===== config.mk =====
export PLATFORM = sky130hd
export DESIGN_NAME = jtr_tap
export DESIGN_NICKNAME = d
export VERILOG_FILES = /design/src/rtl/jtr_pkg.sv /design/src/rtl/jtr_tap.sv
export SDC_FILE = /design/constraint.sdc
export NUM_CORES = 1
export LEC_CHECK = 0
export BUFFER_PORTS_ARGS = -buffer_cell sky130_fd_sc_hd__buf_2
export CAP_MARGIN = 15
export CORE_ASPECT_RATIO = 0.8
export CORE_MARGIN = 1
export CORE_UTILIZATION = 30
export DETAILED_ROUTE_END_ITERATION = 10
export MAX_ROUTING_LAYER = met4
export SLEW_MARGIN = 10
export SYNTH_ARGS = -nofsm -noshare
export SYNTH_HDL_FRONTEND = slang
export SYNTH_SLANG_ARGS = --single-unit
export TNS_END_PERCENT = 10

===== constraint.sdc =====
create_clock -name clock -period 1.5 [get_ports clock]
set_input_delay 0.075 -clock clock [delete_from_list [all_inputs] [get_ports clock]]
set_output_delay 0.075 -clock clock [all_outputs]
set_load 0.1 [all_outputs]

===== src/rtl/jtr_pkg.sv =====
/*
 * constants, types and state encoding for the boundary-scan port block.
 * assumes a single 100 MHz system clock samples every test-port pin.
 */
package jtr_pkg;

   // ------------------------------------------------------------
   // widths and instruction codes
   // ------------------------------------------------------------
   localparam int          IR_W      = 4;
   localparam int          DR_W      = 32;
   localparam logic [3:0]  IR_IDCODE = 4'h1;
   localparam logic [3:0]  IR_BYPASS = 4'hF;
   localparam logic [3:0]  IR_CAP    = 4'h1;  // capture-ir pattern, ends 01
   // value is arbitrary, names no real part
   localparam logic [31:0] ID_VALUE  = 32'h1234_5001;
   localparam int          SYNC_LEN  = 2;      // flops per pin synchroniser

   // ------------------------------------------------------------
   // tap controller states
   // ------------------------------------------------------------
   typedef enum logic [3:0] {
      ST_RESET, ST_IDLE,
      ST_SEL_DR, ST_CAP_DR, ST_SHIFT_DR, ST_EXIT1_DR,
      ST_PAUSE_DR, ST_EXIT2_DR, ST_UPD_DR,
      ST_SEL_IR, ST_CAP_IR, ST_SHIFT_IR, ST_EXIT1_IR,
      ST_PAUSE_IR, ST_EXIT2_IR, ST_UPD_IR
   } jtr_state_t;

   // ------------------------------------------------------------
   // pin group carried through the synchroniser
   // ------------------------------------------------------------
   typedef struct packed {
      logic tck;
      logic tms;
      logic tdi;
      logic trst_n;
   } jtr_pins_t;

endpackage


===== src/rtl/jtr_tap.sv =====
/*
 * boundary-scan test access port of the bridge: tap controller,
 * instruction register, identification and bypass data registers.
 * assumes the tester's test clock is slow against the 100 MHz system
 * clock (bench period 160 ns), so every pin is sampled and tck edges
 * are found by comparing successive synchronised samples.
 */
`timescale 1ns/1ps

module jtr_tap
(
   input  wire logic              clock,      // system clock, 100 MHz
   input  wire logic              rst,        // synchronous, active high
   input  wire logic              tck,        // test clock pin
   input  wire logic              tms,        // mode select pin level
   input  wire logic              tms_drv,    // high while tester drives tms
   input  wire logic              tdi,        // serial input pin level
   input  wire logic              tdi_drv,    // high while tester drives tdi
   input  wire logic              trst_n,     // tap reset and disable, low
   output logic                   tdo,        // serial output level
   output logic                   tdo_oe,     // high while tdo is driven
   output logic                   test_en,    // test function enabled
   output jtr_pkg::jtr_state_t    tap_state,  // controller state
   output logic [3:0]             ir_out      // active instruction
);

   // ------------------------------------------------------------
   // pin conditioning and synchronisers
   // ------------------------------------------------------------
   // undriven lines float to the internal pull-up level
   jtr_pkg::jtr_pins_t pins_raw;
   jtr_pkg::jtr_pins_t sync1_r;
   jtr_pkg::jtr_pins_t sync2_r;
   logic               tck_prev_r;

   assign pins_raw.tck    = tck;
   assign pins_raw.tms    = tms_drv ? tms : 1'b1;
   assign pins_raw.tdi    = tdi_drv ? tdi : 1'b1;
   assign pins_raw.trst_n = trst_n;

   // two flops per pin; the first is read by the second only
   always_ff @(posedge clock)
   begin
      if (rst)
      begin
         sync1_r    <= '0;
         sync2_r    <= '0;
         tck_prev_r <= 1'b0;
      end
      else
      begin
         sync1_r    <= pins_raw;
         sync2_r    <= sync1_r;
         tck_prev_r <= sync2_r.tck;
      end
   end

   // edge detection works on the second stage, never the first
   wire tck_rise  = sync2_r.tck & ~tck_prev_r;
   wire tck_fall  = ~sync2_r.tck & tck_prev_r;
   wire s_tms     = sync2_r.tms;
   wire s_tdi     = sync2_r.tdi;
   wire trst_low  = ~sync2_r.trst_n;

   // ------------------------------------------------------------
   // controller next state
   // ------------------------------------------------------------
   jtr_pkg::jtr_state_t state_r;
   jtr_pkg::jtr_state_t state_nxt;

   // mode select is the only steering input
   always_comb
   begin
      case (state_r)
         jtr_pkg::ST_RESET:
            state_nxt = s_tms ? jtr_pkg::ST_RESET : jtr_pkg::ST_IDLE;
         jtr_pkg::ST_IDLE:
            state_nxt = s_tms ? jtr_pkg::ST_SEL_DR : jtr_pkg::ST_IDLE;
         jtr_pkg::ST_SEL_DR:
            state_nxt = s_tms ? jtr_pkg::ST_SEL_IR : jtr_pkg::ST_CAP_DR;
         jtr_pkg::ST_CAP_DR:
            state_nxt = s_tms ? jtr_pkg::ST_EXIT1_DR
                              : jtr_pkg::ST_SHIFT_DR;
         jtr_pkg::ST_SHIFT_DR:
            state_nxt = s_tms ? jtr_pkg::ST_EXIT1_DR
                              : jtr_pkg::ST_SHIFT_DR;
         jtr_pkg::ST_EXIT1_DR:
            state_nxt = s_tms ? jtr_pkg::ST_UPD_DR : jtr_pkg::ST_PAUSE_DR;
         jtr_pkg::ST_PAUSE_DR:
            state_nxt = s_tms ? jtr_pkg::ST_EXIT2_DR
                              : jtr_pkg::ST_PAUSE_DR;
         jtr_pkg::ST_EXIT2_DR:
            state_nxt = s_tms ? jtr_pkg::ST_UPD_DR : jtr_pkg::ST_SHIFT_DR;
         jtr_pkg::ST_UPD_DR:
            state_nxt = s_tms ? jtr_pkg::ST_SEL_DR : jtr_pkg::ST_IDLE;
         // five high clocks from anywhere end here
         jtr_pkg::ST_SEL_IR:
            state_nxt = s_tms ? jtr_pkg::ST_RESET : jtr_pkg::ST_CAP_IR;
         jtr_pkg::ST_CAP_IR:
            state_nxt = s_tms ? jtr_pkg::ST_EXIT1_IR
                              : jtr_pkg::ST_SHIFT_IR;
         jtr_pkg::ST_SHIFT_IR:
            state_nxt = s_tms ? jtr_pkg::ST_EXIT1_IR
                              : jtr_pkg::ST_SHIFT_IR;
         jtr_pkg::ST_EXIT1_IR:
            state_nxt = s_tms ? jtr_pkg::ST_UPD_IR : jtr_pkg::ST_PAUSE_IR;
         jtr_pkg::ST_PAUSE_IR:
            state_nxt = s_tms ? jtr_pkg::ST_EXIT2_IR
                              : jtr_pkg::ST_PAUSE_IR;
         jtr_pkg::ST_EXIT2_IR:
            state_nxt = s_tms ? jtr_pkg::ST_UPD_IR : jtr_pkg::ST_SHIFT_IR;
         jtr_pkg::ST_UPD_IR:
            state_nxt = s_tms ? jtr_pkg::ST_SEL_DR : jtr_pkg::ST_IDLE;
         default:
            state_nxt = jtr_pkg::ST_RESET;
      endcase
   end

   // tap reset acts on every system clock, test clock or not
   always_ff @(posedge clock)
   begin
      if (rst || trst_low)
         state_r <= jtr_pkg::ST_RESET;
      else if (tck_rise)
         state_r <= state_nxt;
   end

   // ------------------------------------------------------------
   // instruction and data registers
   // ------------------------------------------------------------
   logic [3:0]  ir_r;
   logic [3:0]  ir_sh_r;
   logic [31:0] dr_sh_r;

   wire in_reset  = (state_r == jtr_pkg::ST_RESET);
   wire sel_byp   = (ir_r == jtr_pkg::IR_BYPASS);
   wire cap_dr    = (state_r == jtr_pkg::ST_CAP_DR);
   wire shift_dr  = (state_r == jtr_pkg::ST_SHIFT_DR);
   wire cap_ir    = (state_r == jtr_pkg::ST_CAP_IR);
   wire shift_ir  = (state_r == jtr_pkg::ST_SHIFT_IR);
   wire upd_ir    = (state_r == jtr_pkg::ST_UPD_IR);
   // bypass is one bit long: new bit lands in bit 0
   wire [31:0] dr_shifted = sel_byp ? {31'h0, s_tdi}
                                    : {s_tdi, dr_sh_r[31:1]};
   wire [31:0] dr_capture = sel_byp ? 32'h0000_0000 : jtr_pkg::ID_VALUE;

   // the reset state loads idcode and clears both shift registers at once
   always_ff @(posedge clock)
   begin
      if (rst || trst_low || in_reset)
      begin
         ir_r    <= jtr_pkg::IR_IDCODE;
         ir_sh_r <= '0;
         dr_sh_r <= '0;
      end
      else if (tck_rise)
      begin
         if (cap_ir)
            ir_sh_r <= jtr_pkg::IR_CAP;
         else if (shift_ir)
            ir_sh_r <= {s_tdi, ir_sh_r[3:1]};
         if (upd_ir)
            ir_r <= ir_sh_r;
         if (cap_dr)
            dr_sh_r <= dr_capture;
         else if (shift_dr)
            dr_sh_r <= dr_shifted;
      end
   end

   // ------------------------------------------------------------
   // serial output and enable
   // ------------------------------------------------------------
   logic tdo_r;
   logic tdo_oe_r;
   logic test_en_r;

   wire shifting = shift_dr | shift_ir;
   wire tdo_bit  = shift_ir ? ir_sh_r[0] : dr_sh_r[0];

   // output moves half a test clock after capture, so the tester
   // samples a settled level on the following rise
   always_ff @(posedge clock)
   begin
      if (rst || trst_low)
      begin
         tdo_r    <= 1'b1;
         tdo_oe_r <= 1'b0;
      end
      else if (tck_fall)
      begin
         tdo_r    <= shifting ? tdo_bit : 1'b1;
         tdo_oe_r <= shifting;
      end
   end

   // disable follows the synchronised reset level
   always_ff @(posedge clock)
   begin
      if (rst)
         test_en_r <= 1'b0;
      else
         test_en_r <= ~trst_low;
   end

   assign tdo       = tdo_r;
   assign tdo_oe    = tdo_oe_r;
   assign test_en   = test_en_r;
   assign tap_state = state_r;
   assign ir_out    = ir_r;

endmodule // jtr_tap


-- Yosys cells after proc, flatten, opt, wreduce, memory -nomap -nowiden
Cells that the tools add are included.
- register bits: 56
- latch bits: 0
- memory bits (writable): 0
- memory bits (read-only): 0
- input bits: 8
- logic and storage cells: 72
- memories: 0
- add/subtract/negate cells: 0
- multipliers: 0
- div/mod/pow operators: 0
- $lt $le $gt $ge: 0
- eq/ne operators: 16
- shift operators: 0
- multiplexer cells: 23
- bitwise operators: 6
- reduce and logical (&&, ||, !) cells: 11
- operators with widths (cell ; count):
    32-bit 2-to-1 mux ; 3
    4-bit one-hot mux with 12 select lines ; 1
    4-bit == test (second input constant) ; 9
    29-bit 2-to-1 mux ; 1
    4-bit 2-to-1 mux ; 6
    4-bit by 3-bit == test with 1-bit output (second input constant) ; 4
    4-bit by 2-bit == test with 1-bit output (second input constant) ; 2
    1-bit 2-to-1 mux ; 7
    2-bit 2-to-1 mux ; 3
    3-bit 2-to-1 mux ; 2
    2-bit AND reduction ; 3
    4-bit by 1-bit == test with 1-bit output (second input constant) ; 1
    4-bit logical NOT ; 1
    2-bit nonzero test ; 2
    2-bit OR reduction ; 2
    1-bit inverter ; 3
    3-bit OR reduction ; 1
    1-bit AND ; 2
    1-bit logical OR ; 2
    1-bit OR ; 1

-- Logic depth before layout (Yosys ltp)
Gate-level depths: netlist (run 1).
- depth after elaboration: 4
- gate-level depth with buffers: 8
- gate-level depth less buffers: 4

-- Least setup slack after synthesis (run 1)
Ideal clock, no wire load.
- kind: reg2reg
- start point: reg state_r[2], in the netlist tap_state[2]
- end point: reg dr_sh_r[28]
- arrival: 2352 ps
- required time: 1429 ps
- slack: -923 ps
- cell stages (with the launch flop): 7
- buffers on the path: 2
- cells stage by stage: dfxtp_1 > buf_4 > or3b_4 > a211oi_4 > buf_6 > o211ai_1 > a21oi_1
- longest elaborated chain between the ends: 3
- elaborated cells between the ends (all ways): 7
- ends and longest elaborated chain (item ; RTL line ; source):
    from (decl) ; jtr_tap.sv:68 ; jtr_pkg::jtr_state_t state_r;
    from (signal assigned) ; jtr_tap.sv:123 ; state_r <= jtr_pkg::ST_RESET;
    from (signal assigned) ; jtr_tap.sv:125 ; state_r <= state_nxt;
    4-bit by 2-bit == test with 1-bit output or 4-bit by 3-bit == test with 1-bit output (tied branches) ; jtr_tap.sv:137, jtr_tap.sv:138 ;
    2-bit nonzero test (no line) ; n/a ;
    2-bit AND reduction (no line) ; n/a ;
    to (signal assigned) ; jtr_tap.sv:165 ; dr_sh_r <= dr_capture;
    to (signal assigned) ; jtr_tap.sv:167 ; dr_sh_r <= dr_shifted;
    to (decl) ; jtr_tap.sv:133 ; logic [31:0] dr_sh_r;
Parallel ways exist; a longest one is shown, timed or not.
A chain may end at the register's enable or synchronous reset.

-- Worst setup path in the final report (run 1)
- start point: reg state_r[0], in the netlist tap_state[0]
- end point: reg dr_sh_r[0]
Same word-level chain as after synthesis.

==> results of run 1 <==
-- critical path, delay by kind of cell (launching register included) --
family,cells,cell delay (ns)
compound gates,2,0.47
simple gates,2,0.45
flops,1,0.35
buf+inv,1,0.20
-- cells in the mapped netlist, types with 2 or more instances --
cell type,instances
sky130_fd_sc_hd__nand3_1,24
sky130_fd_sc_hd__o21ai_0,7
sky130_fd_sc_hd__nor2b_1,13
sky130_fd_sc_hd__nand2b_1,5
sky130_fd_sc_hd__nand4b_1,2
sky130_fd_sc_hd__mux2i_1,6
sky130_fd_sc_hd__buf_6,3
sky130_fd_sc_hd__nand2_1,36
sky130_fd_sc_hd__a22oi_1,3
sky130_fd_sc_hd__nor3_1,4
sky130_fd_sc_hd__nand4_1,2
sky130_fd_sc_hd__a21oi_1,40
sky130_fd_sc_hd__buf_2,2
sky130_fd_sc_hd__a211o_1,3
sky130_fd_sc_hd__nor2_1,12
sky130_fd_sc_hd__o211ai_1,7
sky130_fd_sc_hd__nand3b_1,2
sky130_fd_sc_hd__dfxtp_1,56
sky130_fd_sc_hd__clkbuf_1,17
sky130_fd_sc_hd__inv_1,6
-- logic make-up (layout without fill, tap and decap cells) --
family / after synthesis / in the layout / synth area share, %
flops: 56 / 56 / 48.9
xor+xnor: 1 / 1 / 0.382
mux: 6 / 6 / 2.62
simple gates: 104 / 104 / 22.5
compound gates: 72 / 72 / 19.7
buf+inv: 29 / 56 / 6.00
-- stage by stage --
step / hold WS (ns) / setup WS [ns] / util (%)
after floorplan: 0.144 / -0.345 / -
after global placement: 0.257 / -0.0343 / 35.2
after detailed placement: 0.257 / -0.0654 / 35.2
after CTS: 0.0378 / -0.0661 / 37.7
after global routing: 0.0519 / -0.167 / 38.0
final: 0.0428 / -0.0879 / 38.0
-- area by class of cell --
type | count | area [um2] | share of cell area [%]
Clock buffer | 6 | 82.6 | 2.94
Multi-Input combinational cell | 183 | 1060 | 37.6
Sequential cell | 56 | 1150 | 40.8
Clock inverter | 2 | 38.8 | 1.38
Inverter | 6 | 22.5 | 0.801
Timing Repair Buffer | 42 | 333 | 11.8
Tap cell | 105 | 131 | 4.67
-- worst paths after layout --
| check | to | cells past startpoint |
|---|---|---|
| worst max-delay path | dr_sh_r[0]$_SDFFE_PP0P_ | 5 |
| worst min-delay path | sync1_r[0]$_SDFF_PP0_ | 2 |
| worst max register to register | dr_sh_r[0]$_SDFFE_PP0P_ | 5 |
| worst min register to register | sync2_r[0]$_SDFF_PP0_ | 1 |
-- what timing repair did --
item	4_1_cts	5_1_grt
gates resized for setup	2	8
gates cloned	0	1
pin swaps	8	14
endpoints found under the setup margin	32	35
hold endpoints to repair	4	0
hold buffers	6	0
-- per-layer routing --
layer	track usage, %	vias to the layer above	share of wire, %
li1	-	986	-
met1	17.0	895	53
met2	18.4	38	42
met3	2.44	7	3.7
met4	4.85	0	1.4
met5	-	-	0
-- cell usage in the layout (no fill, tap or decap), types with 2 or more instances in the layout --
master,count
sky130_fd_sc_hd__nand4_1,2
sky130_fd_sc_hd__a21oi_1,38
sky130_fd_sc_hd__a22oi_1,3
sky130_fd_sc_hd__buf_6,2
sky130_fd_sc_hd__nor2_1,12
sky130_fd_sc_hd__nor3_1,4
sky130_fd_sc_hd__dfxtp_2,2
sky130_fd_sc_hd__nand3b_1,2
sky130_fd_sc_hd__dlygate4sd3_1,6
sky130_fd_sc_hd__inv_1,6
sky130_fd_sc_hd__mux2i_1,6
sky130_fd_sc_hd__nand4b_1,2
sky130_fd_sc_hd__a211o_1,3
sky130_fd_sc_hd__nand2b_1,4
sky130_fd_sc_hd__o211ai_1,7
sky130_fd_sc_hd__clkbuf_8,6
sky130_fd_sc_hd__buf_2,17
sky130_fd_sc_hd__nand2_1,36
sky130_fd_sc_hd__dfxtp_1,48
sky130_fd_sc_hd__a21oi_2,2
sky130_fd_sc_hd__nand3_1,24
sky130_fd_sc_hd__dfxtp_4,6
sky130_fd_sc_hd__buf_4,13
sky130_fd_sc_hd__buf_12,3
sky130_fd_sc_hd__o21ai_0,7
sky130_fd_sc_hd__nor2b_1,12
-- state kept, by name (all words and copies together) (netlist names) --
| register | count |
|---|---|
| tdo | 1 |
| tdo_oe | 1 |
| ir_out | 4 |
| ir_sh_r | 4 |
| tap_state | 4 |
| s_tms | 1 |
| s_tdi | 1 |
| test_en | 1 |
| tck_prev_r | 1 |
| sync1_r | 4 |
| dr_sh_r | 32 |
| sync2_r | 2 |
-- power by group --
group	internal [W]	total, W	leakage (nW)	switching [W]
Clock	0.000547	0.00104	0.0614	0.000493
Combinational	0.0000351	0.0000666	0.419	0.0000315
Sequential	0.00149	0.00150	0.458	0.00000824
Total	0.00207	0.00260	0.938	0.000532
==> summary.json, run 1 <==
{
  "power_w": 0.00260,
  "cpPeakStageDelay_ns": 0.41,
  "cp.arrival_ns": 1.79,
  "rsz0062_at_grt": "true",
  "synthFlopType": "sky130_fd_sc_hd__dfxtp_1",
  "area_delta_synth_final_pct": 22.5,
  "stdcell_area_um2": 2810,
  "setup.worst_path.start_class": "flop",
  "dp_cell_count": 385,
  "ctsRootBufferMaster": "sky130_fd_sc_hd__clkbuf_8",
  "global_route_wire_length_before_repair_mm": 7.85,
  "path_cells": "or3b_4 > a211oi_4 > buf_6 > o311a_1 > nor3_1",
  "placed_area_um2": 2600,
  "clock_tree_from_tritoncts": "yes",
  "fin_nets": 302,
  "synthesis.area_per_instance_um2": 8.56,
  "clkSinkCount": 56,
  "netlist.top_cell.by_area": "sky130_fd_sc_hd__dfxtp_1",
  "initial_standard_cell_utilization_of_the_core_pct": 31.0,
  "synth_area_um2": 2290,
  "tightestPinTransition_ns": 0.503,
  "floorplan.io_pins": 19,
  "clk_pin_slew_worst_paths_ns": 0.10,
  "global_route.overflow_total": 0,
  "drt-pass1-iter-count": 4,
  "filler_cell_count": 740,
  "timing.final.crit_share_pct": 106,
  "status": "finished with violations",
  "port-buffer-count": 18,
  "violations": "setup timing",
  "antenna_left": 0,
  "cts.repair_timing.setup_buffer_count": 0,
  "ys_seq_elements": 56,
  "hold_viol": 0,
  "timing.critical_path.fanout_max": 13,
  "total_negative_slack_ns": -1.53,
  "finalNonFillerCells": 400,
  "die_width_um": 99.8,
  "worst_slack_ns": -0.0879,
  "synth-warning-count": 0,
  "core_region_area_um2": 7390,
  "drt-initial-drc-count": 133,
  "final_max_slew_viol_count": 0,
  "avgRoutedWirePerCell_um": 11.9,
  "crit_required_ns": 1.70,
  "slew-limit-headroom_pct": 66.7,
  "critical_path_type": "reg2reg",
  "mappedNetlistNets": 276,
  "clkLatencyLatePin_ns": 0.31,
  "numCtsBuffers": 5,
  "netlist.area_leader.share_pct": 48.9,
  "antenna_found_initial": 0,
  "gp_congestion": 0.775,
  "achievable-frequency_ghz": 0.630,
  "synth_cell_type_count": 38,
  "finalSetupViolCount": 32,
  "cts_max_level": 2,
  "hpwlAfterDp_mm": 2.97,
  "rows": 28,
  "cellPowerDensity_nw_per_um2": 925,
  "die_area_um2": 8000,
  "routed_wl_mm": 4.74,
  "layout-drive-gt1-share_pct": 20.7,
  "grt_max_degree": 41,
  "ctsLongestPathBuffers": 2,
  "fin_crit_ns": 1.59,
  "syn-instance-count": 268,
  "leakagePower_nw": 0.938,
  "num_antenna_cells": 0,
  "fp.dieH_um": 80.2,
  "synth_async_sr_flop_share_pct": 0,
  "synth.area.top_cells": "sky130_fd_sc_hd__dfxtp_1 (49%), sky130_fd_sc_hd__a21oi_1 (8.7%), sky130_fd_sc_hd__nand2_1 (5.9%)",
  "timing.rr.start": "tap_state[0]$_SDFFE_PP0P_",
  "startpoint_of_the_tightest_hold_check_path": "rst",
  "grt_use_total_pct": 12.6,
  "skew_ns": 0.00424,
  "vias_per_cell": 4.82,
  "synth_seq_area_share_pct": 48.9,
  "synth_edf_count": 0,
  "grt_pass1_vias": 1683,
  "routed-via-count": 1926,
  "max_cap_viol_count": 0,
  "reg2reg_setup_slack_ns": -0.09,
  "drcViolationCount": 0,
  "hold_class": "in2reg",
  "worstSetupEndpointType": "flop",
  "vdd_drop_max_uv": 364,
  "timing.critical_path.from": "tap_state[0]$_SDFFE_PP0P_",
  "critPathSlowestCell": "sky130_fd_sc_hd__or3b_4"
}
(Power assumes the default switching activity.)
==> run 2, diff against run 1 <==
--- a/config.mk
+++ b/config.mk
@@ -10,6 +10,7 @@
 export CORE_ASPECT_RATIO = 0.8
 export CORE_MARGIN = 1
 export CORE_UTILIZATION = 30
+export CTS_BUF_LIST = sky130_fd_sc_hd__clkbuf_4
 export DETAILED_ROUTE_END_ITERATION = 10
 export MAX_ROUTING_LAYER = met4
 export SLEW_MARGIN = 10
==> run 2 against run 1 <==
The run still ends with setup timing left. Worst hold slack better by 0.42 ns. Register-to-register slack worse by 0.05 ns. Critical path depth unchanged. Clock-buffer cell count down 1. Via count unchanged. First-iteration DRC count is 14% higher. Sequential share of layout area about the same. Utilization about the same. Setup slack got worse by 0.045 ns. Sequential cell count did not move. Sequential power about the same.
==> summary.json, run 2 (synthesis gave the netlist of run 1 again) <==
{
  "clkLatencyLatePin_ns": 0.36,
  "drcViolationCount": 0,
  "hold_viol": 0,
  "fin_crit_ns": 1.63,
  "timing.final.crit_share_pct": 109,
  "floorplan.io_pins": 19,
  "final_max_slew_viol_count": 0,
  "violations": "setup timing",
  "global_route_wire_length_before_repair_mm": 8.06,
  "drt-initial-drc-count": 152,
  "setup.worst_path.start_class": "flop",
  "grt_max_degree": 41,
  "crit_required_ns": 1.81,
  "clk_pin_slew_worst_paths_ns": 0.16,
  "cellPowerDensity_nw_per_um2": 847,
  "ff_latch_area_um2": 1150,
  "antenna_left": 0,
  "rsz0062_at_grt": "true",
  "dp_cell_count": 385,
  "timing.critical_path.from": "tap_state[0]$_SDFFE_PP0P_",
  "antenna_found_initial": 0,
  "leakagePower_nw": 0.934,
  "layout-drive-gt1-share_pct": 21.8,
  "area_delta_synth_final_pct": 22.6,
  "timing.critical_path.fanout_max": 10,
  "port-buffer-count": 18,
  "routed_wl_mm": 4.74,
  "global_route.overflow_total": 0,
  "fp.dieH_um": 80.2,
  "max_cap_viol_count": 0,
  "largest_register": "dr_sh_r",
  "critPathSlowestCell": "sky130_fd_sc_hd__or3b_4",
  "achievable-frequency_ghz": 0.612,
  "critical_path_type": "reg2reg",
  "die_area_um2": 8000,
  "tightestPinTransition_ns": 0.491,
  "die_width_um": 99.8,
  "routed-via-count": 1926,
  "skew_ns": 0.00968,
  "status": "finished with violations",
  "vias_per_cell": 4.78,
  "multi_input_area_um2": 1070,
  "most_frequent_standard_cell_in_the_layout_excluding_fill_and_tap_cells": "sky130_fd_sc_hd__dfxtp_1",
  "ctsLongestPathBuffers": 2,
  "grt_pass1_vias": 1729,
  "path_cells": "or3b_4 > a211oi_4 > clkbuf_4 > nand3_1 > a21oi_1",
  "worst_slack_ns": -0.133,
  "slew-limit-headroom_pct": 67.5,
  "cp.arrival_ns": 1.95,
  "rows": 28,
  "gp_congestion": 0.775,
  "finalNonFillerCells": 403,
  "total_negative_slack_ns": -2.19,
  "clkSinkCount": 56,
  "num_antenna_cells": 0,
  "drt-pass1-iter-count": 4,
  "timing.rr.start": "tap_state[0]$_SDFFE_PP0P_",
  "ctsRootBufferMaster": "sky130_fd_sc_hd__clkbuf_4",
  "hold_class": "reg2reg",
  "filler_cell_count": 738,
  "finalSetupViolCount": 32,
  "grt_use_total_pct": 12.7,
  "largest_register_ffs": 32,
  "clock_tree_from_tritoncts": "yes",
  "cts_max_level": 2,
  "avgRoutedWirePerCell_um": 11.8,
  "whs_ns": 0.459,
  "initial_standard_cell_utilization_of_the_core_pct": 31.0,
  "startpoint_of_the_tightest_hold_check_path": "sync1_r[0]$_SDFF_PP0_",
  "final_core_utilization_pct": 38.1,
  "core_region_area_um2": 7390,
  "worstSetupEndpointType": "flop",
  "numCtsBuffers": 5,
  "cpPeakStageDelay_ns": 0.41,
  "hpwlAfterDp_mm": 2.97,
  "fin_nets": 305,
  "vdd_drop_max_uv": 518,
  "leading_cell_types_in_the_layout_fill_and_taps_excluded": "sky130_fd_sc_hd__dfxtp_1 (48), sky130_fd_sc_hd__a21oi_1 (38), sky130_fd_sc_hd__nand2_1 (32)"
}
## run 2: final timing paths
| kind | endpoint | slack, ns | cells past startpoint |
|---|---|---|---|
| worst max-delay path | dr_sh_r[19]$_SDFFE_PP0P_ | -0.13 | 5 |
| worst min-delay path | sync2_r[0]$_SDFF_PP0_ | 0.46 | 1 |
| worst max register to register | dr_sh_r[19]$_SDFFE_PP0P_ | -0.13 | 5 |
| worst min register to register | sync2_r[0]$_SDFF_PP0_ | 0.46 | 1 |
## run 2: cell type report
class                   instances  area share (%)
clock inverters                 3            1.51
clock buffers                   5            1.33
multi-input cells             183            37.9
well taps                     105            4.67
repair buffers                 45            13.0
flip-flops and latches         56            40.7
inverters                       6           0.801
## run 2: power breakdown
group	switching [W]	internal [W]	leakage, nW
clock network	0.000461	0.000350	0.0428
registers	0.00000825	0.00149	0.458
logic	0.0000326	0.0000402	0.433
total	0.000502	0.00188	0.934
## run 2: critical path, delay by kind of cell, from the launching register on
kind | cells | cell delay, ns
simple gates | 2 | 0.51
flops | 1 | 0.37
compound gates | 2 | 0.43
buf+inv | 1 | 0.28
## run 2: stage by stage
step / instance area [um2] / setup WS (ns) / total power, W
after global routing: 2810 / -0.175 / 0.00248
after floorplan: 2330 / -0.345 / 0.00156
after global placement: 2600 / -0.0343 / 0.00158
after CTS: 2790 / -0.0746 / 0.00241
after detailed placement: 2600 / -0.0654 / 0.00158
final: 2810 / -0.133 / 0.00238
## run 2: layer usage
metal	GRT usage [%]	up-vias	share of wire (%)
met5	-	-	0
met4	3.09	0	0.40
met3	2.44	2	3.3
met2	19.2	32	43
met1	17.3	899	53
li1	-	993	-
## run 2: what timing repair did
action,in CTS,in global routing
gates resized for setup,7,8
setup buffers,0,0
cloned,0,1
pin swaps,7,15
hold buffers,9,0
endpoints found under the setup margin,34,35
hold endpoints to repair,9,0
==> run 3, diff against run 2 <==
--- a/config.mk
+++ b/config.mk
@@ -5,6 +5,7 @@
 export SDC_FILE = /design/constraint.sdc
 export NUM_CORES = 1
 export LEC_CHECK = 0
+export ABC_AREA = 1
 export BUFFER_PORTS_ARGS = -buffer_cell sky130_fd_sc_hd__buf_2
 export CAP_MARGIN = 15
 export CORE_ASPECT_RATIO = 0.8
==> run 3 against run 2 <==
The flow now finishes without violations. Clock-buffer cell count increased by 1. Via count up 10%. Synthesized cell count increased by 15%. Non-clock buffer count stayed put. Worst hold slack lost 0.044 ns. Cell count increased by 12%. Routed wire length rose by 7.5%. Setup slack better by 0.18 ns. Fmax is 12% higher. Combinational power is 2% lower. Power decreased by 5.8%. Clock skew increased by 0.010 ns. Critical endpoint is now dr_sh_r[18]$_SDFFE_PP0P_. Largest cell class is now multi-input gates.
==> summary.json, run 3 <==
{
  "status": "finished, final reports clean",
  "ys_seq_elements": 56,
  "antenna_left": 0,
  "synth_async_sr_flop_share_pct": 0,
  "setup.worst_path.start_class": "flop",
  "slew-limit-headroom_pct": 67.9,
  "synthesis.area_per_instance_um2": 8.06,
  "cp.arrival_ns": 1.71,
  "mappedNetlistNets": 315,
  "grt_max_degree": 34,
  "total_negative_slack_ns": 0,
  "routed_wl_mm": 5.09,
  "hold_class": "reg2reg",
  "synth-warning-count": 0,
  "avgRoutedWirePerCell_um": 11.2,
  "synth_area_in_compound_gates_pct": 23.6,
  "synth_edf_count": 0,
  "timing.critical_path.fanout_max": 13,
  "fin_nets": 352,
  "vdd_drop_max_uv": 332,
  "gp_congestion": 0.916,
  "timing.final.crit_share_pct": 96.8,
  "netlist.top_cell.by_area": "sky130_fd_sc_hd__dfxtp_1",
  "final_max_slew_viol_count": 0,
  "max_cap_viol_count": 0,
  "layout-drive-gt1-share_pct": 27.0,
  "fp.dieH_um": 83.2,
  "clk_pin_slew_worst_paths_ns": 0.16,
  "ctsLongestPathBuffers": 2,
  "synthFlopType": "sky130_fd_sc_hd__dfxtp_1",
  "xor_and_xnor_area_share_after_synthesis_pct": 0,
  "skew_ns": 0.0198,
  "synth.area.top_cells": "sky130_fd_sc_hd__dfxtp_1 (45%), sky130_fd_sc_hd__a211oi_2 (14%), sky130_fd_sc_hd__nor2_1 (8.2%)",
  "multi_input_area_um2": 1190,
  "synth_simple_gate_area_share_pct": 23.2,
  "most_frequent_standard_cell_in_the_layout_excluding_fill_and_tap_cells": "sky130_fd_sc_hd__nor2_1",
  "tightestPinTransition_ns": 0.484,
  "final_core_utilization_pct": 38.4,
  "clkLatencyLatePin_ns": 0.38,
  "fin_crit_ns": 1.45,
  "leading_cell_types_in_the_layout_fill_and_taps_excluded": "sky130_fd_sc_hd__nor2_1 (52), sky130_fd_sc_hd__dfxtp_1 (48), sky130_fd_sc_hd__nand2_1 (41)",
  "achievable-frequency_ghz": 0.689,
  "initial_standard_cell_utilization_of_the_core_pct": 31.1,
  "netlist.area_leader.share_pct": 45.3,
  "synth_top_family_by_area": "compound AO/OA/AOI/OAI gates",
  "synth.area.mux_share_pct": 0,
  "largest_register_ffs": 32,
  "finalSetupViolCount": 0,
  "clkSinkCount": 56,
  "cts_max_level": 2,
  "synth_seq_area_share_pct": 45.3,
  "drt-pass1-iter-count": 4,
  "clock_tree_from_tritoncts": "yes",
  "synth_most_common_cell": "sky130_fd_sc_hd__dfxtp_1",
  "hpwlAfterDp_mm": 3.24,
  "grt_pass1_vias": 1820,
  "core_region_area_um2": 7950,
  "hold_viol": 0,
  "global_route.overflow_total": 0,
  "global_route_wire_length_before_repair_mm": 8.38,
  "drcViolationCount": 0,
  "synth_cell_type_count": 20,
  "drt-initial-drc-count": 97,
  "grt_use_total_pct": 12.1,
  "area_delta_synth_final_pct": 23.4,
  "largest_register": "dr_sh_r",
  "ctsRootBufferMaster": "sky130_fd_sc_hd__clkbuf_4",
  "rsz0062_at_grt": "true",
  "critical_path_type": "reg2reg",
  "routed-via-count": 2125,
  "ff_latch_area_um2": 1140,
  "filler_cell_count": 800,
  "rows": 29,
  "numCtsBuffers": 5,
  "reg2reg_setup_slack_ns": 0.05,
  "floorplan.io_pins": 19,
  "leakagePower_nw": 1.14,
  "share_of_synthesized_cell_area_in_full_adder_half_adder_and_majority_cells_pct": 0,
  "vias_per_cell": 4.69,
  "antenna_found_initial": 0,
  "syn-instance-count": 307,
  "synth_area_um2": 2470,
  "die_width_um": 104,
  "port-buffer-count": 18,
  "crit_required_ns": 1.76,
  "ys_top_cells_by_count": "sky130_fd_sc_hd__dfxtp_1 (56), sky130_fd_sc_hd__nor2_1 (54), sky130_fd_sc_hd__nand2_1 (44), sky130_fd_sc_hd__nand3_1 (30), sky130_fd_sc_hd__a211oi_2 (28)",
  "num_antenna_cells": 0,
  "cellPowerDensity_nw_per_um2": 735,
  "worstSetupEndpointType": "flop",
  "die_area_um2": 8620
}
run 3: final timing paths:
check                            startpoint                       end  depth (start not counted)
setup / recovery  tap_state[3]$_SDFFE_PP0P_  dr_sh_r[18]$_SDFFE_PP0P_                          9
setup reg to reg  tap_state[3]$_SDFFE_PP0P_  dr_sh_r[18]$_SDFFE_PP0P_                          9
hold / removal        sync1_r[2]$_SDFF_PP0_          s_tms$_SDFF_PP0_                          2
hold reg to reg       sync1_r[2]$_SDFF_PP0_          s_tms$_SDFF_PP0_                          2
run 3: kinds of logic (layout without fill, tap and decap cells):
logic type	after synthesis	in the layout
AND/OR/NAND/NOR	137	137
AO/OA/AOI/OAI	70	70
buffers and inverters	44	82
flip-flops	56	56
run 3: power by group:
| group | total, W | leakage, nW | switching, W | internal (W) |
|---|---|---|---|---|
| logic | 0.0000711 | 0.653 | 0.0000375 | 0.0000336 |
| registers | 0.00150 | 0.457 | 0.00000510 | 0.00149 |
| clock network | 0.000674 | 0.0319 | 0.000468 | 0.000206 |
run 3: final cells by class:
type	instances	share of cell area, %
inverter	29	3.57
multi-input combinational	207	38.9
clock buffer	6	1.48
timing repair buffer	45	13.8
sequential	56	37.4
clock inverter	2	0.533
tap	108	4.43
run 3: metal layers:
metal	vias to the layer above	track usage, %	share of wire [%]
met5	-	-	0
met1	950	16.8	52
li1	1103	-	-
met4	0	4.22	1.4
met3	9	2.67	4.8
met2	63	17.1	42
run 3: what timing repair did:
action / CTS / global route
endpoints found under the hold margin: 9 / 0
gates resized for setup: 0 / 8
hold buffers: 9 / 0
endpoints found under the setup margin: 0 / 28
setup buffers: 0 / 4
run 3: critical path, stage by stage (launching register included):
cell                        delay [ns]
sky130_fd_sc_hd__dfxtp_4          0.39
sky130_fd_sc_hd__inv_1            0.08
sky130_fd_sc_hd__nand2_2          0.07
sky130_fd_sc_hd__inv_2            0.09
sky130_fd_sc_hd__nand2_4          0.06
sky130_fd_sc_hd__a21oi_4          0.17
sky130_fd_sc_hd__buf_12           0.14
sky130_fd_sc_hd__buf_6            0.10
sky130_fd_sc_hd__clkbuf_16        0.16
sky130_fd_sc_hd__a211oi_2         0.07
run 3: per-stage QoR:
step	setup WS, ns	total power (W)	hold slack, ns	cells	cell area [um2]
finish	0.0484	0.00224	0.415	453	3050
global route	-0.0374	0.00235	0.429	453	3050
global placement	0.105	0.00158	0.254	430	2780
CTS	0.0124	0.00229	0.416	447	2930
floorplan	-0.0291	0.00156	0.171	307	2510
detailed placement	0.0591	0.00158	0.258	430	2780
